**src/include/irq_ctrl_pkg.sv**
```systemverilog
`default_nettype none
package irq_ctrl_pkg;
    // register offsets on the plain register port
    localparam logic [3:0] OFS_PIN_EDGE   = 4'h0; // pin_edge_select
    localparam logic [3:0] OFS_CTRL_A     = 4'h1; // primary_irq_ctrl_a
    localparam logic [3:0] OFS_CTRL_B     = 4'h2; // primary_irq_ctrl_b
    localparam logic [3:0] OFS_CTRL_C     = 4'h3; // primary_irq_ctrl_c
    localparam logic [3:0] OFS_CT_CTRL    = 4'h4; // compact_timer_irq_ctrl
    localparam logic [3:0] OFS_FILT_LOW   = 4'h5; // filter_low_level_and_edge
    localparam logic [3:0] OFS_GRP1       = 4'h6; // group 1 summary sources
    localparam logic [3:0] OFS_GRP2       = 4'h7; // group 2 summary sources
    localparam logic [3:0] OFS_IRQ_STAT   = 4'h8; // sticky status: vector taken, pin edge, filtered edge, stack refusal
    localparam logic [3:0] OFS_IRQ_MASK   = 4'h9; // mask for status
    // writable bit masks
    localparam logic [7:0] MASK_PIN_EDGE  = 8'h03;
    localparam logic [7:0] MASK_CTRL_A    = 8'h7f;
    localparam logic [7:0] MASK_CTRL_B    = 8'hff;
    localparam logic [7:0] MASK_CTRL_C    = 8'h11;
    localparam logic [7:0] MASK_GRP       = 8'h33;
    localparam logic [7:0] MASK_FILT_LOW  = 8'hdf;
    localparam logic [7:0] MASK_STAT      = 8'h0f;
    // reset values
    localparam logic [7:0] RST_ZERO       = 8'h00;
    localparam logic [7:0] RST_FILT_LOW   = 8'h0a;
    // field positions in primary_irq_ctrl_a
    localparam int BIT_GIE   = 0;
    localparam int BIT_PIN_E = 1;
    localparam int BIT_SER_E = 2;
    localparam int BIT_FLT_E = 3;
    localparam int BIT_PIN_F = 4;
    localparam int BIT_SER_F = 5;
    localparam int BIT_FLT_F = 6;
    // primary_irq_ctrl_b / c
    localparam int BIT_GRP_E0 = 0;
    localparam int BIT_TICK0_E = 3;
    localparam int BIT_GRP_F0 = 4;
    localparam int BIT_TICK0_F = 7;
    localparam int BIT_TICK1_E = 0;
    localparam int BIT_TICK1_F = 4;
    // group register layout: enables 1..0, flags 5..4
    localparam int BIT_SUB_E0 = 0;
    localparam int BIT_SUB_F0 = 4;
    // filtered input edge field position
    localparam int BIT_FLT_EDGE = 6;
    // edge codes
    localparam logic [1:0] EDGE_OFF  = 2'b00;
    localparam logic [1:0] EDGE_RISE = 2'b01;
    localparam logic [1:0] EDGE_FALL = 2'b10;
    localparam logic [1:0] EDGE_BOTH = 2'b11;
    // vector numbers in priority order
    localparam int NUM_VEC = 8;
    localparam logic [2:0] VEC_PIN   = 3'h0;
    localparam logic [2:0] VEC_FLT   = 3'h1;
    localparam logic [2:0] VEC_SER   = 3'h2;
    localparam logic [2:0] VEC_GRP0  = 3'h3;
    localparam logic [2:0] VEC_GRP1  = 3'h4;
    localparam logic [2:0] VEC_GRP2  = 3'h5;
    localparam logic [2:0] VEC_TICK0 = 3'h6;
    localparam logic [2:0] VEC_TICK1 = 3'h7;
endpackage : irq_ctrl_pkg
`default_nettype wire

```
**src/hw/edge_detect.sv**
```systemverilog
`default_nettype none
module edge_detect
    import irq_ctrl_pkg::*;
(
    input  wire logic       mclk_i,  // system clock
    input  wire logic       rst_n_i, // sync reset, active low
    input  wire logic       ce_i,    // clock enable
    input  wire logic       pin_i,   // asynchronous pin
    input  wire logic [1:0] sel_i,   // edge select code
    output logic            hit_o    // selected edge seen, one pulse
);
    logic [2:0] sync_q;
    logic       level_q;
    logic       rise;
    logic       fall;

    // three-stage synchroniser, stage 0 only feeds stage 1
    always_ff @(posedge mclk_i) begin
        if (!rst_n_i) begin
            sync_q  <= 3'h0;
            level_q <= 1'b0;
        end else if (ce_i) begin
            sync_q <= {sync_q[1:0], pin_i};
            if (sync_q[1] == sync_q[2]) begin
                level_q <= sync_q[2];
            end
        end
    end

    // a change counts once stages one and two agree
    assign rise  = (sync_q[1] == sync_q[2]) && sync_q[2] && !level_q;
    assign fall  = (sync_q[1] == sync_q[2]) && !sync_q[2] && level_q;
    assign hit_o = ce_i && (((sel_i == EDGE_RISE) && rise) || ((sel_i == EDGE_FALL) && fall)
                 || ((sel_i == EDGE_BOTH) && (rise || fall)));
endmodule : edge_detect
`default_nettype wire

```
**src/hw/mcu_interrupt_control.sv**
```systemverilog
// What this block does
// - the pin edge field selects off, rising, falling or both edges for the pin flag.
// - bits 7..6 of the filter low-level register select the filtered input edge likewise.
// - bit 0 of control A is the global enable; at 0 nothing is taken.
// - control A holds the filtered, serial and pin flags in bits 6, 5 and 4.
// - control A holds the filtered, serial and pin enables in bits 3, 2 and 1.
// - control B holds group 2..0 flags in bits 6..4 and enables in bits 2..0.
// - control B holds the tick 0 flag in bit 7 and its enable in bit 3.
// - control C holds the tick 1 flag in bit 4 and enable in bit 0, other bits absent.
// - the compact timer register holds cmp A and P flags in 5, 4 and enables in 1, 0.
// - absent bits read zero and ignore writes.
// - flags and enables are read-write and clear at reset.
// - requests come from the pin, filtered input, timers, ticks, converter and serial.
// - a flag with its enable low stays set but requests no vector.
// - taking a vector clears the global enable; new flags still set.
// - no vector is taken while the return stack is full.
`default_nettype none
module mcu_interrupt_control
    import irq_ctrl_pkg::*;
(
    input  wire logic       mclk_i,            // system clock, 50 MHz
    input  wire logic       rst_n_i,           // sync reset, active low
    input  wire logic       ce_i,              // clock enable, freezes state
    input  wire logic [3:0] addr_i,            // register address
    input  wire logic [7:0] wdata_i,           // write data
    input  wire logic       wr_i,              // write strobe
    input  wire logic       rd_i,              // read strobe
    output logic      [7:0] rdata_o,           // read data, cycle after rd_i
    input  wire logic       int_pin_i,         // external interrupt pin
    input  wire logic       filtered_input_pin_i, // filtered input pin
    input  wire logic       serial_req_i,      // serial request pulse
    input  wire logic       tick0_req_i,       // time base 0 pulse
    input  wire logic       tick1_req_i,       // time base 1 pulse
    input  wire logic       ct_cmp_a_req_i,    // compact timer cmp A pulse
    input  wire logic       ct_cmp_p_req_i,    // compact timer cmp P pulse
    input  wire logic [1:0] grp1_req_i,        // group 1 sources a, p
    input  wire logic [2:0] grp2_req_i,        // group 2 converter, a, p
    input  wire logic       stack_full_i,      // return stack full
    input  wire logic       vec_ack_i,         // core takes the vector
    output logic            vec_req_o,         // vector request
    output logic      [2:0] vec_num_o,         // vector number
    output logic            irq_o              // status interrupt level
);
    logic [7:0] pin_edge_q;
    logic [7:0] ctrl_a_q;
    logic [7:0] ctrl_b_q;
    logic [7:0] ctrl_c_q;
    logic [7:0] ct_ctrl_q;
    logic [7:0] grp1_q;
    logic [7:0] grp2_q;
    logic [7:0] filt_low_q;
    logic [7:0] stat_q;
    logic [7:0] mask_q;
    logic [7:0] rdata_q;
    logic [7:0] ctrl_a_d;
    logic [7:0] ctrl_b_d;
    logic [7:0] ctrl_c_d;
    logic [7:0] ct_ctrl_d;
    logic [7:0] grp1_d;
    logic [7:0] grp2_d;
    logic [7:0] stat_d;
    logic       pin_hit;
    logic       flt_hit;
    logic [NUM_VEC-1:0] pend;
    logic [NUM_VEC-1:0] clr_vec;
    logic       any_pend;
    logic [2:0] vec_sel;
    logic       take;
    logic [7:0] rd_mux;

    // register write decode
    logic we_pin;
    logic we_a;
    logic we_b;
    logic we_c;
    logic we_ct;
    logic we_g1;
    logic we_g2;
    logic we_flt;
    logic we_mask;
    logic rd_stat;
    assign we_pin  = ce_i && wr_i && (addr_i == OFS_PIN_EDGE);
    assign we_a    = ce_i && wr_i && (addr_i == OFS_CTRL_A);
    assign we_b    = ce_i && wr_i && (addr_i == OFS_CTRL_B);
    assign we_c    = ce_i && wr_i && (addr_i == OFS_CTRL_C);
    assign we_ct   = ce_i && wr_i && (addr_i == OFS_CT_CTRL);
    assign we_g1   = ce_i && wr_i && (addr_i == OFS_GRP1);
    assign we_g2   = ce_i && wr_i && (addr_i == OFS_GRP2);
    assign we_flt  = ce_i && wr_i && (addr_i == OFS_FILT_LOW);
    assign we_mask = ce_i && wr_i && (addr_i == OFS_IRQ_MASK);
    assign rd_stat = ce_i && rd_i && (addr_i == OFS_IRQ_STAT);

    // pin edge detectors
    edge_detect u_pin_edge (
        .mclk_i  (mclk_i),
        .rst_n_i (rst_n_i),
        .ce_i    (ce_i),
        .pin_i   (int_pin_i),
        .sel_i   (pin_edge_q[1:0]),
        .hit_o   (pin_hit)
    );
    edge_detect u_flt_edge (
        .mclk_i  (mclk_i),
        .rst_n_i (rst_n_i),
        .ce_i    (ce_i),
        .pin_i   (filtered_input_pin_i),
        .sel_i   (filt_low_q[BIT_FLT_EDGE+1:BIT_FLT_EDGE]),
        .hit_o   (flt_hit)
    );

    // pending enabled requests in priority order; gated by enables
    assign pend[VEC_PIN]   = ctrl_a_q[BIT_PIN_F] && ctrl_a_q[BIT_PIN_E];
    assign pend[VEC_FLT]   = ctrl_a_q[BIT_FLT_F] && ctrl_a_q[BIT_FLT_E];
    assign pend[VEC_SER]   = ctrl_a_q[BIT_SER_F] && ctrl_a_q[BIT_SER_E];
    assign pend[VEC_TICK0] = ctrl_b_q[BIT_TICK0_F] && ctrl_b_q[BIT_TICK0_E];
    assign pend[VEC_TICK1] = ctrl_c_q[BIT_TICK1_F] && ctrl_c_q[BIT_TICK1_E];
    genvar g;
    generate
        for (g = 0; g < 3; g++) begin : g_grp
            assign pend[VEC_GRP0+g] = ctrl_b_q[BIT_GRP_F0+g] && ctrl_b_q[BIT_GRP_E0+g];
        end
    endgenerate

    prio_select #(.N(NUM_VEC)) u_prio (
        .req_i (pend),
        .any_o (any_pend),
        .vec_o (vec_sel)
    );

    // vector request needs global enable and room on the stack
    assign vec_req_o = ctrl_a_q[BIT_GIE] && any_pend && !stack_full_i;
    assign vec_num_o = vec_sel;
    assign take      = ce_i && vec_req_o && vec_ack_i;
    assign clr_vec   = take ? (NUM_VEC'(1) << vec_sel) : '0;

    // control A: software write, then hardware clear on take, then hardware set wins
    always_comb begin
        ctrl_a_d = we_a ? (wdata_i & MASK_CTRL_A) : ctrl_a_q;
        if (take) begin
            ctrl_a_d[BIT_GIE] = 1'b0;
        end
        if (clr_vec[VEC_PIN]) ctrl_a_d[BIT_PIN_F] = 1'b0;
        if (clr_vec[VEC_FLT]) ctrl_a_d[BIT_FLT_F] = 1'b0;
        if (clr_vec[VEC_SER]) ctrl_a_d[BIT_SER_F] = 1'b0;
        if (pin_hit) ctrl_a_d[BIT_PIN_F] = 1'b1;
        if (flt_hit) ctrl_a_d[BIT_FLT_F] = 1'b1;
        if (serial_req_i && ce_i) ctrl_a_d[BIT_SER_F] = 1'b1;
    end

    // group sub-registers; sources set, software writes
    always_comb begin
        ct_ctrl_d = we_ct ? (wdata_i & MASK_GRP) : ct_ctrl_q;
        grp1_d    = we_g1 ? (wdata_i & MASK_GRP) : grp1_q;
        grp2_d    = we_g2 ? (wdata_i & MASK_GRP) : grp2_q;
        if (ce_i && ct_cmp_p_req_i) ct_ctrl_d[BIT_SUB_F0]   = 1'b1;
        if (ce_i && ct_cmp_a_req_i) ct_ctrl_d[BIT_SUB_F0+1] = 1'b1;
        if (ce_i && grp1_req_i[0])  grp1_d[BIT_SUB_F0]      = 1'b1;
        if (ce_i && grp1_req_i[1])  grp1_d[BIT_SUB_F0+1]    = 1'b1;
        if (ce_i && grp2_req_i[0])  grp2_d[BIT_SUB_F0]      = 1'b1;
        if (ce_i && grp2_req_i[1])  grp2_d[BIT_SUB_F0+1]    = 1'b1;
    end

    // group summary: any enabled sub flag pending, or for group 2 the converter request
    logic [2:0] grp_sum;
    assign grp_sum[0] = |(ct_ctrl_q[5:4] & ct_ctrl_q[1:0]);
    assign grp_sum[1] = |(grp1_q[5:4] & grp1_q[1:0]);
    assign grp_sum[2] = |(grp2_q[5:4] & grp2_q[1:0]) || grp2_req_i[2];

    // control B and C
    always_comb begin
        ctrl_b_d = we_b ? (wdata_i & MASK_CTRL_B) : ctrl_b_q;
        ctrl_c_d = we_c ? (wdata_i & MASK_CTRL_C) : ctrl_c_q;
        if (clr_vec[VEC_GRP0]) ctrl_b_d[BIT_GRP_F0]   = 1'b0;
        if (clr_vec[VEC_GRP1]) ctrl_b_d[BIT_GRP_F0+1] = 1'b0;
        if (clr_vec[VEC_GRP2]) ctrl_b_d[BIT_GRP_F0+2] = 1'b0;
        if (clr_vec[VEC_TICK0]) ctrl_b_d[BIT_TICK0_F] = 1'b0;
        if (clr_vec[VEC_TICK1]) ctrl_c_d[BIT_TICK1_F] = 1'b0;
        if (ce_i && grp_sum[0]) ctrl_b_d[BIT_GRP_F0]   = 1'b1;
        if (ce_i && grp_sum[1]) ctrl_b_d[BIT_GRP_F0+1] = 1'b1;
        if (ce_i && grp_sum[2]) ctrl_b_d[BIT_GRP_F0+2] = 1'b1;
        if (ce_i && tick0_req_i) ctrl_b_d[BIT_TICK0_F] = 1'b1;
        if (ce_i && tick1_req_i) ctrl_c_d[BIT_TICK1_F] = 1'b1;
    end

    // status: bit 0 vector taken, 1 pin edge, 2 filtered edge, 3 refused by full stack
    always_comb begin
        stat_d = rd_stat ? RST_ZERO : stat_q;
        if (take) stat_d[0] = 1'b1;
        if (pin_hit) stat_d[1] = 1'b1;
        if (flt_hit) stat_d[2] = 1'b1;
        if (ce_i && stack_full_i && ctrl_a_q[BIT_GIE] && any_pend) stat_d[3] = 1'b1;
    end

    // register file update
    always_ff @(posedge mclk_i) begin
        if (!rst_n_i) begin
            pin_edge_q <= RST_ZERO;
            ctrl_a_q   <= RST_ZERO;
            ctrl_b_q   <= RST_ZERO;
            ctrl_c_q   <= RST_ZERO;
            ct_ctrl_q  <= RST_ZERO;
            grp1_q     <= RST_ZERO;
            grp2_q     <= RST_ZERO;
            filt_low_q <= RST_FILT_LOW;
            stat_q     <= RST_ZERO;
            mask_q     <= RST_ZERO;
        end else if (ce_i) begin
            if (we_pin) pin_edge_q <= wdata_i & MASK_PIN_EDGE;
            if (we_flt) filt_low_q <= wdata_i & MASK_FILT_LOW;
            if (we_mask) mask_q <= wdata_i & MASK_STAT;
            ctrl_a_q  <= ctrl_a_d;
            ctrl_b_q  <= ctrl_b_d;
            ctrl_c_q  <= ctrl_c_d;
            ct_ctrl_q <= ct_ctrl_d;
            grp1_q    <= grp1_d;
            grp2_q    <= grp2_d;
            stat_q    <= stat_d;
        end
    end

    // read mux, unmapped reads zero
    assign rd_mux = (addr_i == OFS_PIN_EDGE) ? pin_edge_q :
                    (addr_i == OFS_CTRL_A)   ? ctrl_a_q   :
                    (addr_i == OFS_CTRL_B)   ? ctrl_b_q   :
                    (addr_i == OFS_CTRL_C)   ? ctrl_c_q   :
                    (addr_i == OFS_CT_CTRL)  ? ct_ctrl_q  :
                    (addr_i == OFS_FILT_LOW) ? filt_low_q :
                    (addr_i == OFS_GRP1)     ? grp1_q     :
                    (addr_i == OFS_GRP2)     ? grp2_q     :
                    (addr_i == OFS_IRQ_STAT) ? stat_q     :
                    (addr_i == OFS_IRQ_MASK) ? mask_q     : RST_ZERO;

    // read data register, zero when no read
    always_ff @(posedge mclk_i) begin
        if (!rst_n_i) begin
            rdata_q <= RST_ZERO;
        end else if (ce_i) begin
            rdata_q <= rd_i ? rd_mux : RST_ZERO;
        end
    end
    assign rdata_o = rdata_q;
    assign irq_o   = |(stat_q & mask_q);

    // assertions
    a_global_gate: assert property (@(posedge mclk_i) disable iff (!rst_n_i)
        !ctrl_a_q[BIT_GIE] |-> !vec_req_o) else $error("vector with global off");
    a_take_clears_gie: assert property (@(posedge mclk_i) disable iff (!rst_n_i)
        take |=> !ctrl_a_q[BIT_GIE]) else $error("global enable kept");
    a_stack_full_hold: assert property (@(posedge mclk_i) disable iff (!rst_n_i)
        stack_full_i |-> !vec_req_o) else $error("vector while stack full");
    a_enable_gate: assert property (@(posedge mclk_i) disable iff (!rst_n_i)
        (ctrl_a_q[BIT_PIN_F] && !ctrl_a_q[BIT_PIN_E] && ce_i && !we_a && !take)
        |=> ctrl_a_q[BIT_PIN_F]) else $error("flag lost");
    a_pin_flag_set: assert property (@(posedge mclk_i) disable iff (!rst_n_i)
        pin_hit |=> ctrl_a_q[BIT_PIN_F]) else $error("pin flag not set");
    a_flt_flag_set: assert property (@(posedge mclk_i) disable iff (!rst_n_i)
        flt_hit |=> ctrl_a_q[BIT_FLT_F]) else $error("filtered flag not set");
    a_pin_off_quiet: assert property (@(posedge mclk_i) disable iff (!rst_n_i)
        (pin_edge_q[1:0] == EDGE_OFF) |-> !pin_hit) else $error("edge while off");
    a_ctrl_c_zero: assert property (@(posedge mclk_i) disable iff (!rst_n_i)
        (ctrl_c_q & ~MASK_CTRL_C) == RST_ZERO) else $error("absent bit set");
    a_read_timing: assert property (@(posedge mclk_i) disable iff (!rst_n_i)
        (ce_i && rd_i && addr_i == OFS_CTRL_C) ##1 ce_i |-> rdata_o[3:1] == 3'h0)
        else $error("absent bits read nonzero");
    a_prio_pin: assert property (@(posedge mclk_i) disable iff (!rst_n_i)
        (vec_req_o && pend[VEC_PIN]) |-> vec_num_o == VEC_PIN) else $error("priority");
    a_reset_clear: assert property (@(posedge mclk_i)
        !rst_n_i |=> ctrl_a_q == RST_ZERO) else $error("reset value");
    c_vector_taken: cover property (@(posedge mclk_i) disable iff (!rst_n_i) take);
    c_stack_block: cover property (@(posedge mclk_i) disable iff (!rst_n_i)
        stack_full_i && any_pend && ctrl_a_q[BIT_GIE]);
    c_irq_raised: cover property (@(posedge mclk_i) disable iff (!rst_n_i) irq_o);
endmodule : mcu_interrupt_control
`default_nettype wire

```
**src/hw/prio_select.sv**
```systemverilog
`default_nettype none
module prio_select
    import irq_ctrl_pkg::*;
#(
    parameter int N = 8
) (
    input  wire logic [N-1:0] req_i,   // pending enabled requests
    output logic              any_o,   // at least one pending
    output logic [2:0]        vec_o    // lowest index wins
);
    // fixed priority, index 0 highest
    always_comb begin
        vec_o = 3'h0;
        for (int i = N - 1; i >= 0; i--) begin
            if (req_i[i]) begin
                vec_o = 3'(i);
            end
        end
    end
    assign any_o = |req_i;
endmodule : prio_select
`default_nettype wire

```
**config.mk**
```make
export PLATFORM = sky130hd
export DESIGN_NAME = mcu_interrupt_control
export DESIGN_NICKNAME = d
export VERILOG_FILES = /design/src/include/irq_ctrl_pkg.sv /design/src/hw/edge_detect.sv /design/src/hw/mcu_interrupt_control.sv /design/src/hw/prio_select.sv
export SDC_FILE = /design/constraint.sdc
export NUM_CORES = 1
export LEC_CHECK = 0
export BUFFER_PORTS_ARGS = -buffer_cell sky130_fd_sc_hd__buf_4
export CAP_MARGIN = 0
export CORE_AREA = 5 5 78 80
export CTS_BUF_LIST = sky130_fd_sc_hd__clkbuf_8
export DETAILED_ROUTE_END_ITERATION = 16
export DIE_AREA = 0 0 83 85
export HOLD_SLACK_MARGIN = 0.06
export PLACE_DENSITY_LB_ADDON = 0.2
export SYNTH_ARGS = -nofsm -noshare
export SYNTH_HDL_FRONTEND = slang
export SYNTH_SLANG_ARGS = --single-unit
```
**constraint.sdc**
```tcl
create_clock -name mclk_i -period 3.4 [get_ports mclk_i]
set_clock_uncertainty 0.1 [all_clocks]
set_input_delay 0.34 -clock mclk_i [delete_from_list [all_inputs] [get_ports mclk_i]]
set_output_delay 0.34 -clock mclk_i [all_outputs]
set_load 0.1 [all_outputs]
```
* Word-level counts from Yosys, hierarchy flattened
Cells that the tools add are included.
** Word-level totals
- Register bits after elaboration :: 62
- Output and inout port bits :: 13
- Logic and storage cells :: 231
** Cells by class
- Eq/ne operators :: 17
- Shifts and indexed selects :: 1
- Multiplexer cells :: 54
- Bitwise logic cells :: 4
- Reduce and logical (&&, ||, !) cells :: 122
** Operator list (number)
- 8-bit two-way mux :: 9
- 2-bit AND reduction :: 30
- 1-bit logical AND :: 55
- 6-bit two-way mux :: 5
- 1-bit two-way mux :: 27
- 3-bit two-way mux :: 8
- 3-bit nonzero test :: 8
- 2-bit nonzero test :: 11
- 4-bit by 3-bit == test with 1-bit output, second input constant :: 4
- 8-bit OR reduction :: 2
- 4-bit two-way mux :: 3
- 2-bit == test, second input constant :: 4
- 4-bit by 2-bit == test with 1-bit output, second input constant :: 2
- 4-bit == test, second input constant :: 2
- 1-bit by 3-bit << shifter with 8-bit output, first input constant :: 1
- 1-bit logical OR :: 7
- 7-bit two-way mux :: 1
- 2-bit bitwise AND :: 3
- 2-bit OR reduction :: 3
- 1-bit zero test :: 5
- 5-bit two-way mux :: 1
- 4-bit bitwise AND :: 1
- 2-bit by 1-bit == test with 1-bit output, second input constant :: 2
- 4-bit by 1-bit == test with 1-bit output, second input constant :: 1
- 2 further kinds :: 3

* Logic depth before layout (Yosys ltp)
Gate-level depths: netlist of run 1.
- Depth in word-level cells :: 13
- Mapped depth :: 8
- Depth with buffers taken out :: 7

* Hierarchy
A second synthesis of run 1 with hierarchy kept.
** Unflattened totals
- Cell total of the unflattened synthesis :: 373
- Area, all modules :: 3420.8 um^2
** By module, submodules not included
- mcu_interrupt_control :: times used 1, cells each 316, area each 2894.0 um^2, sequential area each 1081.0 um^2
- edge_detect :: times used 2, cells each 22, area each 222.7 um^2, sequential area each 80.1 um^2
- prio_select :: times used 1, cells each 13, area each 81.3 um^2, sequential area each 0.0 um^2

* Worst setup path after synthesis of run 1
Ideal clock, no wire load.
- Path type :: reg-to-output
- Start :: register ctrl_b_q[1]
- End :: output port vec_num_o[1]
- Data arrival time :: 2.137 ns
- Data required time :: 2.960 ns
- Path slack :: 0.823 ns
- Stages on the path, launching flop included :: 4
- Buffers on the path :: 0
- Path through :: dfxtp_1 -> a22oi_1 -> nand2b_1 -> a21oi_1
** Between the ends
- Word-level cells in the longest chain between the ends :: 6
** Ends and longest elaborated chain
- from (decl) :: line mcu_interrupt_control.sv:46 : logic [7:0] ctrl_b_q;
- from (signal assigned) :: line mcu_interrupt_control.sv:212 : ctrl_b_q <= ctrl_b_d;
- 1-bit logical AND :: line mcu_interrupt_control.sv:120 : assign pend[VEC_GRP0+g] = ctrl_b_q[BIT_GRP_F0+g] && ctrl_b_q[BIT_GRP_E0+g];
- 3-bit two-way mux (5 in series) :: line prio_select.sv:15 : if (req_i[i]) begin
- to (decl) :: line mcu_interrupt_control.sv:41 : output logic [2:0] vec_num_o,
Every way passes these cells.

* Worst setup path after layout of run 1
- Start :: register ctrl_a_q[1]
- End :: output port vec_req_o
** Between the ends
- Word-level cells in the longest chain between the ends :: 4
** Ends and longest elaborated chain
- from (decl) :: line mcu_interrupt_control.sv:45 : logic [7:0] ctrl_a_q;
- from (signal assigned) :: line mcu_interrupt_control.sv:211 : ctrl_a_q <= ctrl_a_d;
- 1-bit logical AND :: line mcu_interrupt_control.sv:112 : assign pend[VEC_PIN] = ctrl_a_q[BIT_PIN_F] && ctrl_a_q[BIT_PIN_E];
- 8-bit OR reduction :: line prio_select.sv:20 : assign any_o = |req_i;
- 1-bit logical AND (2 in series) :: line mcu_interrupt_control.sv:131 : assign vec_req_o = ctrl_a_q[BIT_GIE] && any_pend && !stack_full_i;
- to (decl) :: line mcu_interrupt_control.sv:40 : output logic vec_req_o,
Every way passes these cells.

==> flow_summary.html, run 1 <==
<table>
<tr><th>Metric</th><th>Value</th></tr>
<tr><th colspan="2">Run status</th></tr>
<tr><td>Outcome</td><td>completed</td></tr>
<tr><th colspan="2">Finish</th></tr>
<tr><td>Most common library cell in the layout ignoring fill and taps</td><td>sky130_fd_sc_hd__dfxtp_1</td></tr>
<tr><td>Nets</td><td>469</td></tr>
<tr><td>Highest-count cells in the layout ignoring fill and taps</td><td>62 x sky130_fd_sc_hd__dfxtp_1, 59 x sky130_fd_sc_hd__nand2_1, 45 x sky130_fd_sc_hd__buf_4</td></tr>
<tr><td>Diode count</td><td>0</td></tr>
<tr><td>Area added between synthesis and finish</td><td>14.2%</td></tr>
<tr><td>Fin cells</td><td>510</td></tr>
<tr><td>Post-route design area</td><td>3750 um^2</td></tr>
<tr><td>Ratio of cells with drive above 1 in the final layout</td><td>0.162</td></tr>
<tr><th colspan="2">Clock tree</th></tr>
<tr><td>Post-cts gate resize count</td><td>0</td></tr>
<tr><td>Htree depth</td><td>3</td></tr>
<tr><td>Clk sink count</td><td>62</td></tr>
<tr><td>Clock buffer count from CTS</td><td>9</td></tr>
<tr><td>Setup Fix Bufs, Post-CTS</td><td>0</td></tr>
<tr><td>Buffer depth of the longest clock path</td><td>2</td></tr>
<tr><td>Clock transition at the registers of the reported paths</td><td>70 ps</td></tr>
<tr><td>Worst-Skew Late Latency</td><td>340 ps</td></tr>
<tr><td>Clock tree from TritonCTS</td><td>built</td></tr>
<tr><td>Root buf cell</td><td>sky130_fd_sc_hd__clkbuf_8</td></tr>
<tr><td>Hold Buf Count CTS</td><td>0</td></tr>
<tr><th colspan="2">Synthesis</th></tr>
<tr><td>#FFs+latches synth</td><td>62</td></tr>
<tr><td>Seq/Total Area, Yosys</td><td>0.378</td></tr>
<tr><td>Commonest register cell after synthesis</td><td>sky130_fd_sc_hd__dfxtp_1</td></tr>
<tr><td>Cell area after synthesis</td><td>3280 um^2</td></tr>
<tr><td>EDFF count, synth</td><td>0</td></tr>
<tr><td>Average size of a mapped cell</td><td>8.12 um^2</td></tr>
<tr><td>Yosys warnings</td><td>0</td></tr>
<tr><td>Synth Net Count</td><td>439</td></tr>
<tr><td>Post-synth cell types</td><td>59</td></tr>
<tr><td>Proportion of register bits with asynchronous set or reset after synthesis</td><td>0</td></tr>
<tr><td>Synthesized netlist cell count</td><td>404</td></tr>
<tr><th colspan="2">STA</th></tr>
<tr><td>Aggregate negative setup slack</td><td>0 ps</td></tr>
<tr><td>Post-route minimum period</td><td>2320 ps</td></tr>
<tr><td>Final clock period utilization by the worst path</td><td>0.681</td></tr>
<tr><td>Relative slew slack</td><td>0.503</td></tr>
<tr><td>Maximum frequency from static timing analysis</td><td>0.432 GHz</td></tr>
<tr><td>Max Transition Viols Final</td><td>0</td></tr>
<tr><td>Endpoints failing hold</td><td>0</td></tr>
<tr><td>RSZ-0062 raised after global routing</td><td>false</td></tr>
<tr><td>Setup-failing EPs final</td><td>0</td></tr>
<tr><td>Slew at the pin with the worst max-slew slack</td><td>744 ps</td></tr>
<tr><th colspan="2">Critical path</th></tr>
<tr><td>Buffer and inverter count on the worst path</td><td>1</td></tr>
<tr><td>Crit Path Class</td><td>reg2out</td></tr>
<tr><td>CP required</td><td>2960 ps</td></tr>
<tr><td>List of cells traversed by the critical path</td><td>a22o_1 &gt; nand2b_1 &gt; nand2b_1 &gt; and3b_1 &gt; buf_4</td></tr>
<tr><td>Crit path DAT</td><td>1880 ps</td></tr>
<tr><td>Top fanout value on the critical path</td><td>5</td></tr>
<tr><td>Most numerous cell on the critical path</td><td>sky130_fd_sc_hd__nand2b_1</td></tr>
<tr><td>RR Endpoint</td><td>ctrl_a_q[5]</td></tr>
<tr><td>Launching element type of the critical path</td><td>flop</td></tr>
<tr><td>Largest stage delay, worst path</td><td>420 ps</td></tr>
<tr><td>Worst R2R Path Depth</td><td>5</td></tr>
<tr><td>Max stage delay cell, worst path</td><td>sky130_fd_sc_hd__dfxtp_1</td></tr>
<tr><td>Slack of the worst reg-to-reg path</td><td>1750 ps</td></tr>
<tr><td>Cell count along the critical path</td><td>5</td></tr>
<tr><td>Delay-heaviest family, CP</td><td>simple AND/OR/NAND/NOR gates</td></tr>
<tr><td>Crit end category</td><td>output port</td></tr>
<tr><td>Crit Reg-Reg Startpoint</td><td>ctrl_a_q[0]</td></tr>
<tr><th colspan="2">Hold path</th></tr>
<tr><td>Terminating pin of the worst hold path</td><td>u_pin_edge.sync_q[0]</td></tr>
<tr><td>Worst hold path cell count</td><td>3</td></tr>
<tr><td>Hold Crit Class</td><td>in2reg</td></tr>
<tr><td>Startpoint of the lowest-slack hold path</td><td>int_pin_i</td></tr>
<tr><th colspan="2">Global routing</th></tr>
<tr><td>Maximum number of pins on one net before global-route repair</td><td>44</td></tr>
<tr><td>Antenna violations before repair</td><td>0</td></tr>
<tr><td>Vias in the first global route</td><td>3,052</td></tr>
<tr><td>Total congestion overflow after global routing</td><td>0</td></tr>
<tr><td>First-pass GRT wire length</td><td>15,600 um</td></tr>
<tr><td>Aggregate global-route resource usage</td><td>0.276</td></tr>
<tr><th colspan="2">Pwr</th></tr>
<tr><td>Pwr per Cell Area</td><td>395 nW/um^2</td></tr>
<tr><td>Static leakage power</td><td>1.45 nW</td></tr>
<tr><td>Maximum VDD drop</td><td>0.000357 V</td></tr>
<tr><th colspan="2">Placed design</th></tr>
<tr><td>Routability congestion estimate</td><td>1.00</td></tr>
<tr><td>Number of buffers added on ports</td><td>43</td></tr>
<tr><td>Inst Count DP</td><td>495</td></tr>
<tr><td>Detailed Place HPWL</td><td>6900 um</td></tr>
<tr><td>Area post-placement</td><td>3590 um^2</td></tr>
<tr><th colspan="2">Detailed routing</th></tr>
<tr><td>Count of antenna-violating nets left after detailed routing</td><td>0</td></tr>
<tr><td>Vias per Instance</td><td>6.40</td></tr>
<tr><td>Total detailed-routing wirelength</td><td>9600 um</td></tr>
<tr><td>Wirelength per Cell</td><td>18.8 um</td></tr>
<tr><td>DRC violation count after routing</td><td>0</td></tr>
<tr><td>First drt pass iteration count</td><td>6</td></tr>
<tr><td>Total via count in the routed design</td><td>3,262</td></tr>
<tr><td>Violation count after the first detailed-route iteration</td><td>360</td></tr>
<tr><th colspan="2">Job</th></tr>
<tr><td>Max Cap Viol</td><td>0</td></tr>
<tr><th colspan="2">Die</th></tr>
<tr><td>Core outline area</td><td>5340 um^2</td></tr>
<tr><td>Number of placement rows</td><td>27</td></tr>
<tr><td>Initial Util</td><td>0.615</td></tr>
<tr><td>Die Height</td><td>85 um</td></tr>
<tr><td>Chip width</td><td>83 um</td></tr>
<tr><td>Area of the die</td><td>7060 um^2</td></tr>
<tr><td>Boundary Pins</td><td>44</td></tr>
</table>
-- how the worst max path moves through the flow --
stage,start,end,slack [ps]
global placement,ce_i,ctrl_b_q[7],1240
detailed placement,ce_i,ctrl_b_q[7],1200
finish,ctrl_a_q[1],vec_req_o,1080
CTS,ctrl_a_q[1],vec_req_o,1100
floorplan,ctrl_b_q[1],vec_num_o[1],820
global route,ctrl_b_q[0],vec_req_o,1000
-- cell type report --
cell class | count | area, um^2
Multi-Input combinational cell | 308 | 1890
Fill cell | 474 | 1590
Sequential cell | 62 | 1240
Timing Repair Buffer | 45 | 338
Clock buffer | 9 | 124
Tap cell | 72 | 90.1
Clock inverter | 6 | 31.3
Inverter | 8 | 30.0
-- stage by stage --
| stage | utilization | worst slack, ps | power (mW) | hold WS (ps) |
|---|---|---|---|---|
| floorplan | - | 823 | 0.886 | 345 |
| detailed placement | 0.673 | 1200 | 0.954 | 368 |
| global placement | 0.673 | 1240 | 0.950 | 362 |
| CTS | 0.702 | 1100 | 1.48 | 135 |
| finish | 0.702 | 1080 | 1.48 | 138 |
| global route | 0.702 | 1000 | 1.53 | 140 |
-- cells by family (layout without fill, tap and decap cells) --
group / Yosys count / after routing / synth area share
fa+ha+maj: 4 / 4 / 0.0153
simple gates: 164 / 164 / 0.241
flops: 62 / 62 / 0.378
buf+inv: 34 / 68 / 0.0446
mux: 35 / 35 / 0.116
compound gates: 105 / 105 / 0.205
-- power by group --
group / switching [mW] / leakage, nW / total, mW / internal, mW
Clock: 0.286 / 0.0858 / 0.537 / 0.252
Sequential: 0.0194 / 0.503 / 0.763 / 0.744
Combinational: 0.111 / 0.864 / 0.180 / 0.0697
Total: 0.416 / 1.45 / 1.48 / 1.07
-- Yosys cell counts, drive strengths merged (2+ instances only) --
library cell	n	area, um^2
nor2b	5	33.8
mux4	2	45.0
nor4	2	12.5
a2bb2oi	2	17.5
a221o	4	40.0
a32oi	4	35.0
dfxtp	62	1240
nor4b	2	17.5
nor3b	2	20.0
nor3	5	30.0
and2	3	18.8
nand3	19	100
buf	12	63.8
inv	8	30.0
o211ai	5	42.5
a31oi	4	25.0
o21ai	20	100
a211oi	3	22.5
ha	4	50.1
nand2b	12	75.1
nand4	3	18.8
or3	3	18.8
nand2	59	221
a21oi	38	190
o22ai	5	31.3
mux2i	30	300
mux2	3	33.8
a32o	2	20.0
clkbuf	14	52.6
a22oi	7	52.6
nor2	39	149
and3	5	31.3
-- sequential cells by signal (all words and copies together), names as in the netlist --
register,cells
ct_ctrl_q,4
ctrl_a_q,7
ctrl_b_q,8
ctrl_c_q,2
filt_low_q,7
grp1_q,4
grp2_q,4
mask_q,4
pin_edge_q,2
rdata_o,8
stat_q,4
u_flt_edge.level_q,1
u_flt_edge.sync_q,3
u_pin_edge.level_q,1
u_pin_edge.sync_q,3
-- metal layers --
layer / up-vias / global-route usage / part of all wire
met2: 189 / 0.414 / 0.46
li1: 1512 / - / -
met1: 1536 / 0.375 / 0.42
met5: - / 0 / 0
met3: 25 / 0.0816 / 0.098
met4: 0 / 0.110 / 0.023
-- tightest hold or removal path, stage by stage --
cell,delay (ps)
sky130_fd_sc_hd__buf_4,80
sky130_fd_sc_hd__mux2i_1,50
sky130_fd_sc_hd__nor2_1,70
No activity file was read; power rests on OpenSTA's default activity.
==> run 2, diff against run 1 <==
- ABC_AREA: unset -> 1
- CORE_AREA: 5 5 78 80 -> 5 5 81 83
- DIE_AREA: 0 0 83 85 -> 0 0 86 88
- clock period: 3.4 -> 2.4 ns (I/O delays scaled with it)
==> run 2 against run 1 <==
  * Power increased by 51%
  * Die area increased by 7.3%
  * Sequential share of layout area decreased by 1.7 points
  * Synthesized cell count increased by 25%
  * Critical path depth increased by 2
  * Worst hold slack got worse by 64 ps
  * Clock-buffer cell count unchanged
  * Worst setup slack got worse by 680 ps
  * Sequential power increased by 42%
  * Register-to-register slack got worse by 1300 ps
  * First-iteration DRC count decreased by 9.4%
  * Critical path type unchanged
==> flow_summary.html, run 2 <==
<table>
<tr><th>Metric</th><th>Value</th></tr>
<tr><th colspan="2">Finish</th></tr>
<tr><td>Filler cells</td><td>514 (was 474)</td></tr>
<tr><td>Fin cells</td><td>631 (was 510)</td></tr>
<tr><td>Ratio of cells with drive above 1 in the final layout</td><td>0.164 (was 0.162)</td></tr>
<tr><td>Post-route design area</td><td>3950 um^2 (was 3750 um^2)</td></tr>
<tr><td>Final design utilization</td><td>0.683 (was 0.702)</td></tr>
<tr><td>Nets</td><td>586 (was 469)</td></tr>
<tr><td>Diode count</td><td>0 (unchanged)</td></tr>
<tr><td>Area added between synthesis and finish</td><td>17.2% (was 14.2%)</td></tr>
<tr><td>Highest-count cells in the layout ignoring fill and taps</td><td>121 x sky130_fd_sc_hd__nand2_1, 69 x sky130_fd_sc_hd__inv_1, 62 x sky130_fd_sc_hd__dfxtp_1 (was 62 x sky130_fd_sc_hd__dfxtp_1, 59 x sky130_fd_sc_hd__nand2_1, 45 x sky130_fd_sc_hd__buf_4)</td></tr>
<tr><td>Most common library cell in the layout ignoring fill and taps</td><td>sky130_fd_sc_hd__nand2_1 (was sky130_fd_sc_hd__dfxtp_1)</td></tr>
<tr><th colspan="2">Detailed routing</th></tr>
<tr><td>DRC violation count after routing</td><td>0 (unchanged)</td></tr>
<tr><td>Total via count in the routed design</td><td>3,421 (was 3,262)</td></tr>
<tr><td>Count of antenna-violating nets left after detailed routing</td><td>0 (unchanged)</td></tr>
<tr><td>Wirelength per Cell</td><td>14.6 um (was 18.8 um)</td></tr>
<tr><td>Violation count after the first detailed-route iteration</td><td>326 (was 360)</td></tr>
<tr><td>Total detailed-routing wirelength</td><td>9230 um (was 9600 um)</td></tr>
<tr><td>Vias per Instance</td><td>5.42 (was 6.40)</td></tr>
<tr><td>First drt pass iteration count</td><td>4 (was 6)</td></tr>
<tr><th colspan="2">Critical path</th></tr>
<tr><td>Worst R2R Path Depth</td><td>11 (was 5)</td></tr>
<tr><td>Crit Path Class</td><td>reg2out (unchanged)</td></tr>
<tr><td>Max stage delay cell, worst path</td><td>sky130_fd_sc_hd__dfxtp_1 (unchanged)</td></tr>
<tr><td>List of cells traversed by the critical path</td><td>nand2_1 &gt; nand2_4 &gt; nor2_1 &gt; nand2_2 &gt; nand2_1 &gt; nor2_1 &gt; buf_4 (was a22o_1 &gt; nand2b_1 &gt; nand2b_1 &gt; and3b_1 &gt; buf_4)</td></tr>
<tr><td>Crit path DAT</td><td>1650 ps (was 1880 ps)</td></tr>
<tr><td>Largest stage delay, worst path</td><td>360 ps (was 420 ps)</td></tr>
<tr><td>Crit end category</td><td>output port (unchanged)</td></tr>
<tr><td>CP required</td><td>2060 ps (was 2960 ps)</td></tr>
<tr><td>Launching element type of the critical path</td><td>flop (unchanged)</td></tr>
<tr><td>Top fanout value on the critical path</td><td>3 (was 5)</td></tr>
<tr><th colspan="2">STA</th></tr>
<tr><td>Final clock period utilization by the worst path</td><td>0.831</td></tr>
<tr><td>Max Transition Viols Final</td><td>0 (unchanged)</td></tr>
<tr><td>Post-route minimum period</td><td>1990 ps</td></tr>
<tr><td>Relative slew slack</td><td>0.620 (was 0.503)</td></tr>
<tr><td>RSZ-0062 raised after global routing</td><td>false (unchanged)</td></tr>
<tr><td>Maximum frequency from static timing analysis</td><td>0.502 GHz</td></tr>
<tr><td>Hold_ws</td><td>74.8 ps (was 138 ps)</td></tr>
<tr><td>Endpoints failing hold</td><td>0 (unchanged)</td></tr>
<tr><td>Aggregate negative setup slack</td><td>0 ps (unchanged)</td></tr>
<tr><td>Least setup slack across all paths after layout</td><td>406 ps (was 1080 ps)</td></tr>
<tr><td>Slew at the pin with the worst max-slew slack</td><td>569 ps (was 744 ps)</td></tr>
<tr><td>Setup-failing EPs final</td><td>0 (unchanged)</td></tr>
<tr><th colspan="2">Clock tree</th></tr>
<tr><td>Clock tree from TritonCTS</td><td>built (unchanged)</td></tr>
<tr><td>Clock transition at the registers of the reported paths</td><td>70 ps (about the same)</td></tr>
<tr><td>Root buf cell</td><td>sky130_fd_sc_hd__clkbuf_8 (unchanged)</td></tr>
<tr><td>Buffer depth of the longest clock path</td><td>2 (unchanged)</td></tr>
<tr><td>Clock buffer count from CTS</td><td>9 (unchanged)</td></tr>
<tr><td>Worst-Skew Late Latency</td><td>350 ps (was 340 ps)</td></tr>
<tr><td>Clk sink count</td><td>62 (unchanged)</td></tr>
<tr><td>Htree depth</td><td>3 (unchanged)</td></tr>
<tr><th colspan="2">Synthesis</th></tr>
<tr><td>Yosys warnings</td><td>0 (unchanged)</td></tr>
<tr><td>EDFF count, synth</td><td>0 (unchanged)</td></tr>
<tr><td>Post-synth cell types</td><td>36 (was 59)</td></tr>
<tr><td>Commonest register cell after synthesis</td><td>sky130_fd_sc_hd__dfxtp_1 (unchanged)</td></tr>
<tr><td>Fraction of synthesized cell area taken by the top area cell type</td><td>0.369 (was 0.378)</td></tr>
<tr><td>Seq/Total Area, Yosys</td><td>0.369 (was 0.378)</td></tr>
<tr><td>Cell area after synthesis</td><td>3370 um^2 (was 3280 um^2)</td></tr>
<tr><td>Synth area leader</td><td>sky130_fd_sc_hd__dfxtp_1 (unchanged)</td></tr>
<tr><td>#FFs+latches synth</td><td>62 (unchanged)</td></tr>
<tr><td>Top cells by area in the synthesized netlist</td><td>sky130_fd_sc_hd__dfxtp_1 37%, sky130_fd_sc_hd__nand2_1 13%, sky130_fd_sc_hd__inv_1 7.7%, sky130_fd_sc_hd__a21oi_1 7.0%, sky130_fd_sc_hd__nor2_1 5.7% (was sky130_fd_sc_hd__dfxtp_1 38%, sky130_fd_sc_hd__mux2i_1 9.1%, sky130_fd_sc_hd__nand2_1 6.7%, sky130_fd_sc_hd__a21oi_1 5.8%, sky130_fd_sc_hd__nor2_1 4.3%)</td></tr>
<tr><td>Synthesized netlist cell count</td><td>507 (was 404)</td></tr>
<tr><td>Most common library cells after synthesis</td><td>121 x sky130_fd_sc_hd__nand2_1, 69 x sky130_fd_sc_hd__inv_1, 62 x sky130_fd_sc_hd__dfxtp_1 (was 62 x sky130_fd_sc_hd__dfxtp_1, 59 x sky130_fd_sc_hd__nand2_1, 38 x sky130_fd_sc_hd__a21oi_1, 38 x sky130_fd_sc_hd__nor2_1, 30 x sky130_fd_sc_hd__mux2i_1)</td></tr>
<tr><td>Synth Net Count</td><td>542 (was 439)</td></tr>
<tr><td>Most instantiated library cell after synthesis</td><td>sky130_fd_sc_hd__nand2_1 (was sky130_fd_sc_hd__dfxtp_1)</td></tr>
<tr><td>Average size of a mapped cell</td><td>6.64 um^2 (was 8.12 um^2)</td></tr>
<tr><td>Proportion of register bits with asynchronous set or reset after synthesis</td><td>0 (unchanged)</td></tr>
<tr><th colspan="2">Die</th></tr>
<tr><td>Number of placement rows</td><td>28 (was 27)</td></tr>
<tr><td>Initial Util</td><td>0.582 (was 0.615)</td></tr>
<tr><td>Chip width</td><td>86 um (was 83 um)</td></tr>
<tr><td>Core outline area</td><td>5780 um^2 (was 5340 um^2)</td></tr>
<tr><td>Boundary Pins</td><td>44 (unchanged)</td></tr>
<tr><td>Area of the die</td><td>7570 um^2 (was 7060 um^2)</td></tr>
<tr><td>Die Height</td><td>88 um (was 85 um)</td></tr>
<tr><th colspan="2">Run status</th></tr>
<tr><td>Outcome</td><td>completed (unchanged)</td></tr>
<tr><th colspan="2">Pwr</th></tr>
<tr><td>Total design power</td><td>2.24 mW (was 1.48 mW)</td></tr>
<tr><td>Portion of total power attributed to sequential cells</td><td>0.482 (was 0.515)</td></tr>
<tr><td>Static leakage power</td><td>1.74 nW (was 1.45 nW)</td></tr>
<tr><td>Switching pwr</td><td>616 uW (was 416 uW)</td></tr>
<tr><td>Proportion of total power due to net switching</td><td>0.275 (was 0.281)</td></tr>
<tr><td>Maximum VDD drop</td><td>0.000417 V (was 0.000357 V)</td></tr>
<tr><td>Internal power</td><td>1.62 mW (was 1.07 mW)</td></tr>
<tr><td>Comb power frac</td><td>0.115 (was 0.122)</td></tr>
<tr><td>Clock group share of total power</td><td>0.404 (was 0.363)</td></tr>
<tr><td>Pwr per Cell Area</td><td>567 nW/um^2 (was 395 nW/um^2)</td></tr>
<tr><th colspan="2">Placed design</th></tr>
<tr><td>Detailed Place HPWL</td><td>6860 um (was 6900 um)</td></tr>
<tr><td>Routability congestion estimate</td><td>0.908 (was 1.00)</td></tr>
<tr><td>Inst Count DP</td><td>613 (was 495)</td></tr>
<tr><td>Area post-placement</td><td>3740 um^2 (was 3590 um^2)</td></tr>
<tr><td>Number of buffers added on ports</td><td>43 (unchanged)</td></tr>
<tr><td>DP Worst Slack</td><td>541 ps (was 1200 ps)</td></tr>
<tr><th colspan="2">Hold path</th></tr>
<tr><td>Hold Crit Class</td><td>in2reg (unchanged)</td></tr>
<tr><td>Worst hold path cell count</td><td>3 (unchanged)</td></tr>
<tr><th colspan="2">Global routing</th></tr>
<tr><td>Vias in the first global route</td><td>3,187 (was 3,052)</td></tr>
<tr><td>Aggregate global-route resource usage</td><td>0.256 (was 0.276)</td></tr>
<tr><td>First-pass GRT wire length</td><td>15,100 um (was 15,600 um)</td></tr>
<tr><td>Maximum number of pins on one net before global-route repair</td><td>49 (was 44)</td></tr>
<tr><td>Antenna violations before repair</td><td>0 (unchanged)</td></tr>
<tr><td>Total congestion overflow after global routing</td><td>0 (unchanged)</td></tr>
<tr><th colspan="2">Job</th></tr>
<tr><td>Max Cap Viol</td><td>0 (unchanged)</td></tr>
</table>
## run 2: changes by cell type in the layout (fill, tap and decap cells not counted), sizes merged, moves of 5 or more
cell    previous run  this run
o211ai             5        10
a21oi             38        48
nand2b            12         0
nor2b              5         0
nor2              39        62
inv                9        78
nand4              3         8
o21ai             20        41
mux2i             30         0
and3               5         0
nand3             19        30
nand2             59       127
## run 2: routing by layer
layer | global-route usage | share of wire | up-vias
met4 | 0.112 | 0.025 | 0
met3 | 0.0423 | 0.070 | 21
met2 | 0.399 | 0.44 | 134
li1 | - | - | 1738
met5 | 0 | 0 | -
met1 | 0.351 | 0.46 | 1528
## run 2: path summary, 6_finish.rpt
check | from | end | slack [ps]
max | ctrl_a_q[3] | vec_req_o | 410
min | wdata_i[3] | filt_low_q[3] | 70
max reg2reg | ctrl_a_q[3] | ctrl_a_q[4] | 460
min reg2reg | mask_q[3] | mask_q[3] | 370
## run 2: final cells by class
cell class	instances	area [um^2]	share of cell area
clock buffers	9	124	0.0314
clock inverters	7	65.1	0.0165
inverters	79	299	0.0758
multi-input cells	354	1780	0.451
flip-flops and latches	62	1240	0.315
well taps	75	93.8	0.0238
repair buffers	45	343	0.0869
## run 2: logic make-up (layout without fill, tap and decap cells)
family                     Yosys count  count (layout)  synth area share
AOI/OAI and AO/OA                  120             120             0.203
buffers and inverters               91             140             0.103
and+or+nand+nor                    230             230             0.310
DFF                                 62              62             0.369
adders and majority gates            4               4            0.0149
## run 2: what timing repair did
| item | in CTS | in global routing |
|---|---|---|
| endpoints found under the hold margin | 2 | 0 |
| resized for setup | 0 | 0 |
| hold buffers | 2 | 0 |
| buffers inserted | 0 | 0 |
## run 2: power by group through the flow
stage | clock network (mW) | logic [mW] | registers, mW
finish | 0.902 | 0.257 | 1.08
CTS | 0.909 | 0.254 | 1.08
floorplan | 0 | 0.146 | 1.11
global placement | 0 | 0.245 | 1.10
detailed placement | 0 | 0.250 | 1.10
global route | 0.955 | 0.285 | 1.08
## run 2: critical path: cells and delay by family (launching register included)
kind / cells / cell delay (ps)
and+or+nand+nor: 6 / 650
DFF: 1 / 360
buffers and inverters: 1 / 290
==> run 3, diff against run 2 <==
- clock period: 2.4 -> 2 ns (I/O delays scaled with it)
==> run 3 against run 2 <==
  * Die area is the same
  * Worst setup slack lost 310 ps
  * Largest power group unchanged
  * Clock-buffer cell count is the same
  * Wire length increased by 7.1%
  * Flip-flop and latch count unchanged
  * Sequential share of layout area fell by 0.94 points
==> flow_summary.html, run 3 (same netlist as run 2, synthesis figures left out) <==
<table>
<tr><th>Metric</th><th>Value</th></tr>
<tr><th colspan="2">Clock tree</th></tr>
<tr><td>Htree depth</td><td>3 (unchanged)</td></tr>
<tr><td>Clock transition at the registers of the reported paths</td><td>70 ps (about the same)</td></tr>
<tr><td>Clock tree from TritonCTS</td><td>built (unchanged)</td></tr>
<tr><td>Clock buffer count from CTS</td><td>9 (unchanged)</td></tr>
<tr><td>Clk sink count</td><td>62 (unchanged)</td></tr>
<tr><td>Buffer depth of the longest clock path</td><td>2 (unchanged)</td></tr>
<tr><td>Root buf cell</td><td>sky130_fd_sc_hd__clkbuf_8 (unchanged)</td></tr>
<tr><td>Worst-Skew Late Latency</td><td>340 ps (was 350 ps)</td></tr>
<tr><th colspan="2">Detailed routing</th></tr>
<tr><td>First drt pass iteration count</td><td>5 (was 4)</td></tr>
<tr><td>Violation count after the first detailed-route iteration</td><td>405 (was 326)</td></tr>
<tr><td>Wirelength per Cell</td><td>15.4 um (was 14.6 um)</td></tr>
<tr><td>Total detailed-routing wirelength</td><td>9880 um (was 9230 um)</td></tr>
<tr><td>Vias per Instance</td><td>5.59 (was 5.42)</td></tr>
<tr><td>Count of antenna-violating nets left after detailed routing</td><td>0 (unchanged)</td></tr>
<tr><td>Total via count in the routed design</td><td>3,582 (was 3,421)</td></tr>
<tr><td>DRC violation count after routing</td><td>0 (unchanged)</td></tr>
<tr><th colspan="2">Die</th></tr>
<tr><td>Initial Util</td><td>0.582 (unchanged)</td></tr>
<tr><td>Area of the die</td><td>7570 um^2 (unchanged)</td></tr>
<tr><td>Chip width</td><td>86 um (unchanged)</td></tr>
<tr><td>Die Height</td><td>88 um (unchanged)</td></tr>
<tr><td>Number of placement rows</td><td>28 (unchanged)</td></tr>
<tr><td>Core outline area</td><td>5780 um^2 (unchanged)</td></tr>
<tr><td>Boundary Pins</td><td>44 (unchanged)</td></tr>
<tr><th colspan="2">Critical path</th></tr>
<tr><td>List of cells traversed by the critical path</td><td>dlygate4sd3_1 &gt; buf_4 &gt; nor2_1 &gt; nand4_4 &gt; nor2_2 &gt; nand3_1 &gt; nand3_1 &gt; inv_1 &gt; nor2_1 &gt; nor2_1 (was nand2_1 &gt; nand2_4 &gt; nor2_1 &gt; nand2_2 &gt; nand2_1 &gt; nor2_1 &gt; buf_4)</td></tr>
<tr><td>Max stage delay cell, worst path</td><td>sky130_fd_sc_hd__dlygate4sd3_1 (was sky130_fd_sc_hd__dfxtp_1)</td></tr>
<tr><td>Crit Path Class</td><td>in2reg (was reg2out)</td></tr>
<tr><td>CP required</td><td>2140 ps (was 2060 ps)</td></tr>
<tr><td>Slack of the worst reg-to-reg path</td><td>110 ps (was 460 ps)</td></tr>
<tr><td>Launching element type of the critical path</td><td>input pin (was flop)</td></tr>
<tr><td>Largest stage delay, worst path</td><td>550 ps (was 360 ps)</td></tr>
<tr><td>Crit end category</td><td>flop (was output port)</td></tr>
<tr><td>Top fanout value on the critical path</td><td>5 (was 3)</td></tr>
<tr><td>Most numerous cell on the critical path</td><td>sky130_fd_sc_hd__nor2_1</td></tr>
<tr><td>Crit path DAT</td><td>2040 ps (was 1650 ps)</td></tr>
<tr><th colspan="2">STA</th></tr>
<tr><td>Slew at the pin with the worst max-slew slack</td><td>625 ps (was 569 ps)</td></tr>
<tr><td>Setup-failing EPs final</td><td>0 (unchanged)</td></tr>
<tr><td>Least setup slack across all paths after layout</td><td>100 ps (was 406 ps)</td></tr>
<tr><td>Post-route minimum period</td><td>1900 ps</td></tr>
<tr><td>Final clock period utilization by the worst path</td><td>0.950</td></tr>
<tr><td>Hold_ws</td><td>69.9 ps (was 74.8 ps)</td></tr>
<tr><td>Max Transition Viols Final</td><td>0 (unchanged)</td></tr>
<tr><td>Relative slew slack</td><td>0.584 (was 0.620)</td></tr>
<tr><td>RSZ-0062 raised after global routing</td><td>false (unchanged)</td></tr>
<tr><td>Maximum frequency from static timing analysis</td><td>0.526 GHz</td></tr>
<tr><td>Endpoints failing hold</td><td>0 (unchanged)</td></tr>
<tr><th colspan="2">Finish</th></tr>
<tr><td>Area occupied by multi-input gates</td><td>1810 um^2 (was 1780 um^2)</td></tr>
<tr><td>Highest-count cells in the layout ignoring fill and taps</td><td>119 x sky130_fd_sc_hd__nand2_1, 69 x sky130_fd_sc_hd__inv_1, 59 x sky130_fd_sc_hd__dfxtp_1 (was 121 x sky130_fd_sc_hd__nand2_1, 69 x sky130_fd_sc_hd__inv_1, 62 x sky130_fd_sc_hd__dfxtp_1)</td></tr>
<tr><td>Fin cells</td><td>641 (was 631)</td></tr>
<tr><td>Ratio of cells with drive above 1 in the final layout</td><td>0.184 (was 0.164)</td></tr>
<tr><td>Area added between synthesis and finish</td><td>21.2% (was 17.2%)</td></tr>
<tr><td>Filler cells</td><td>509 (was 514)</td></tr>
<tr><td>Register cell area after layout</td><td>1240 um^2 (about the same)</td></tr>
<tr><td>Nets</td><td>596 (was 586)</td></tr>
<tr><td>Most common library cell in the layout ignoring fill and taps</td><td>sky130_fd_sc_hd__nand2_1 (unchanged)</td></tr>
<tr><td>Final design utilization</td><td>0.706 (was 0.683)</td></tr>
<tr><td>Diode count</td><td>0 (unchanged)</td></tr>
<tr><th colspan="2">Pwr</th></tr>
<tr><td>Pwr per Cell Area</td><td>666 nW/um^2 (was 567 nW/um^2)</td></tr>
<tr><td>Maximum VDD drop</td><td>0.000554 V (was 0.000417 V)</td></tr>
<tr><td>Static leakage power</td><td>1.81 nW (was 1.74 nW)</td></tr>
<tr><th colspan="2">Placed design</th></tr>
<tr><td>Inst Count DP</td><td>617 (was 613)</td></tr>
<tr><td>DP Worst Slack</td><td>124 ps (was 541 ps)</td></tr>
<tr><td>Number of buffers added on ports</td><td>43 (unchanged)</td></tr>
<tr><td>Routability congestion estimate</td><td>0.947 (was 0.908)</td></tr>
<tr><td>Detailed Place HPWL</td><td>7300 um (was 6860 um)</td></tr>
<tr><th colspan="2">Global routing</th></tr>
<tr><td>First-pass GRT wire length</td><td>15,900 um (was 15,100 um)</td></tr>
<tr><td>Aggregate global-route resource usage</td><td>0.273 (was 0.256)</td></tr>
<tr><td>Antenna violations before repair</td><td>0 (unchanged)</td></tr>
<tr><td>Total congestion overflow after global routing</td><td>0 (unchanged)</td></tr>
<tr><td>Vias in the first global route</td><td>3,317 (was 3,187)</td></tr>
<tr><td>Maximum number of pins on one net before global-route repair</td><td>28 (was 49)</td></tr>
<tr><th colspan="2">Run status</th></tr>
<tr><td>Outcome</td><td>completed (unchanged)</td></tr>
<tr><th colspan="2">Hold path</th></tr>
<tr><td>Hold Crit Class</td><td>in2reg (unchanged)</td></tr>
<tr><th colspan="2">Job</th></tr>
<tr><td>Max Cap Viol</td><td>0 (unchanged)</td></tr>
</table>
[run 3: cell types whose count changed in the layout (fill, tap and decap cells not counted), moves of 3 or more]
cell	change
sky130_fd_sc_hd__dlygate4sd3_1	+6
sky130_fd_sc_hd__buf_6	+3
sky130_fd_sc_hd__dfxtp_1	-3
sky130_fd_sc_hd__dfxtp_2	+3
[run 3: power breakdown]
part	leakage (nW)	total (mW)	internal, mW	switching, mW
logic	1.21	0.329	0.120	0.209
registers	0.506	1.29	1.27	0.0225
clock network	0.0948	1.09	0.566	0.528
[run 3: worst paths after layout]
path	startpoint	to	cells past startpoint
max	stack_full_i	ctrl_a_q[4]	10
min	tick0_req_i	ctrl_b_q[7]	5
max reg2reg	ctrl_b_q[0]	ctrl_a_q[4]	11
min reg2reg	rdata_o[3]	rdata_o[3]	2
[run 3: worst max-delay path: cells and delay by family]
family | cells | cell delay (ps)
buffers and inverters | 3 | 740
AND/OR/NAND/NOR | 7 | 1090
[run 3: routing by layer]
layer,part of all wire,wire (um),global-route usage,vias up
met5,0,0,0,-
met4,0.026,259,0.105,0
met3,0.088,870,0.0715,26
met2,0.45,4460,0.434,195
met1,0.43,4290,0.356,1607
li1,-,-,-,1754
[run 3: layout make-up]
cell class	instances	share of cell area
Multi-Input combinational cell	354	0.443
Sequential cell	62	0.305
Timing Repair Buffer	55	0.109
Inverter	79	0.0733
Clock buffer	9	0.0304
Tap cell	75	0.0230
Clock inverter	7	0.0159
[run 3: what timing repair did]
item                                    in CTS  in global routing
gates resized for setup                      0                  4
hold endpoints to repair                    10                  0
hold buffers                                 8                  0
setup buffers                                0                  0
endpoints found under the setup margin       0                  5
[run 3: stage by stage]
stage          TNS (ps)  cell area (um^2)  total power [mW]
6_report              0              4080              2.72
5_1_grt               0              4080              2.82
4_1_cts               0              4070              2.71
3_5_place_dp          0              3800              1.63
3_3_place_gp          0              3800              1.62
2_1_floorplan     -1160              3400              1.51
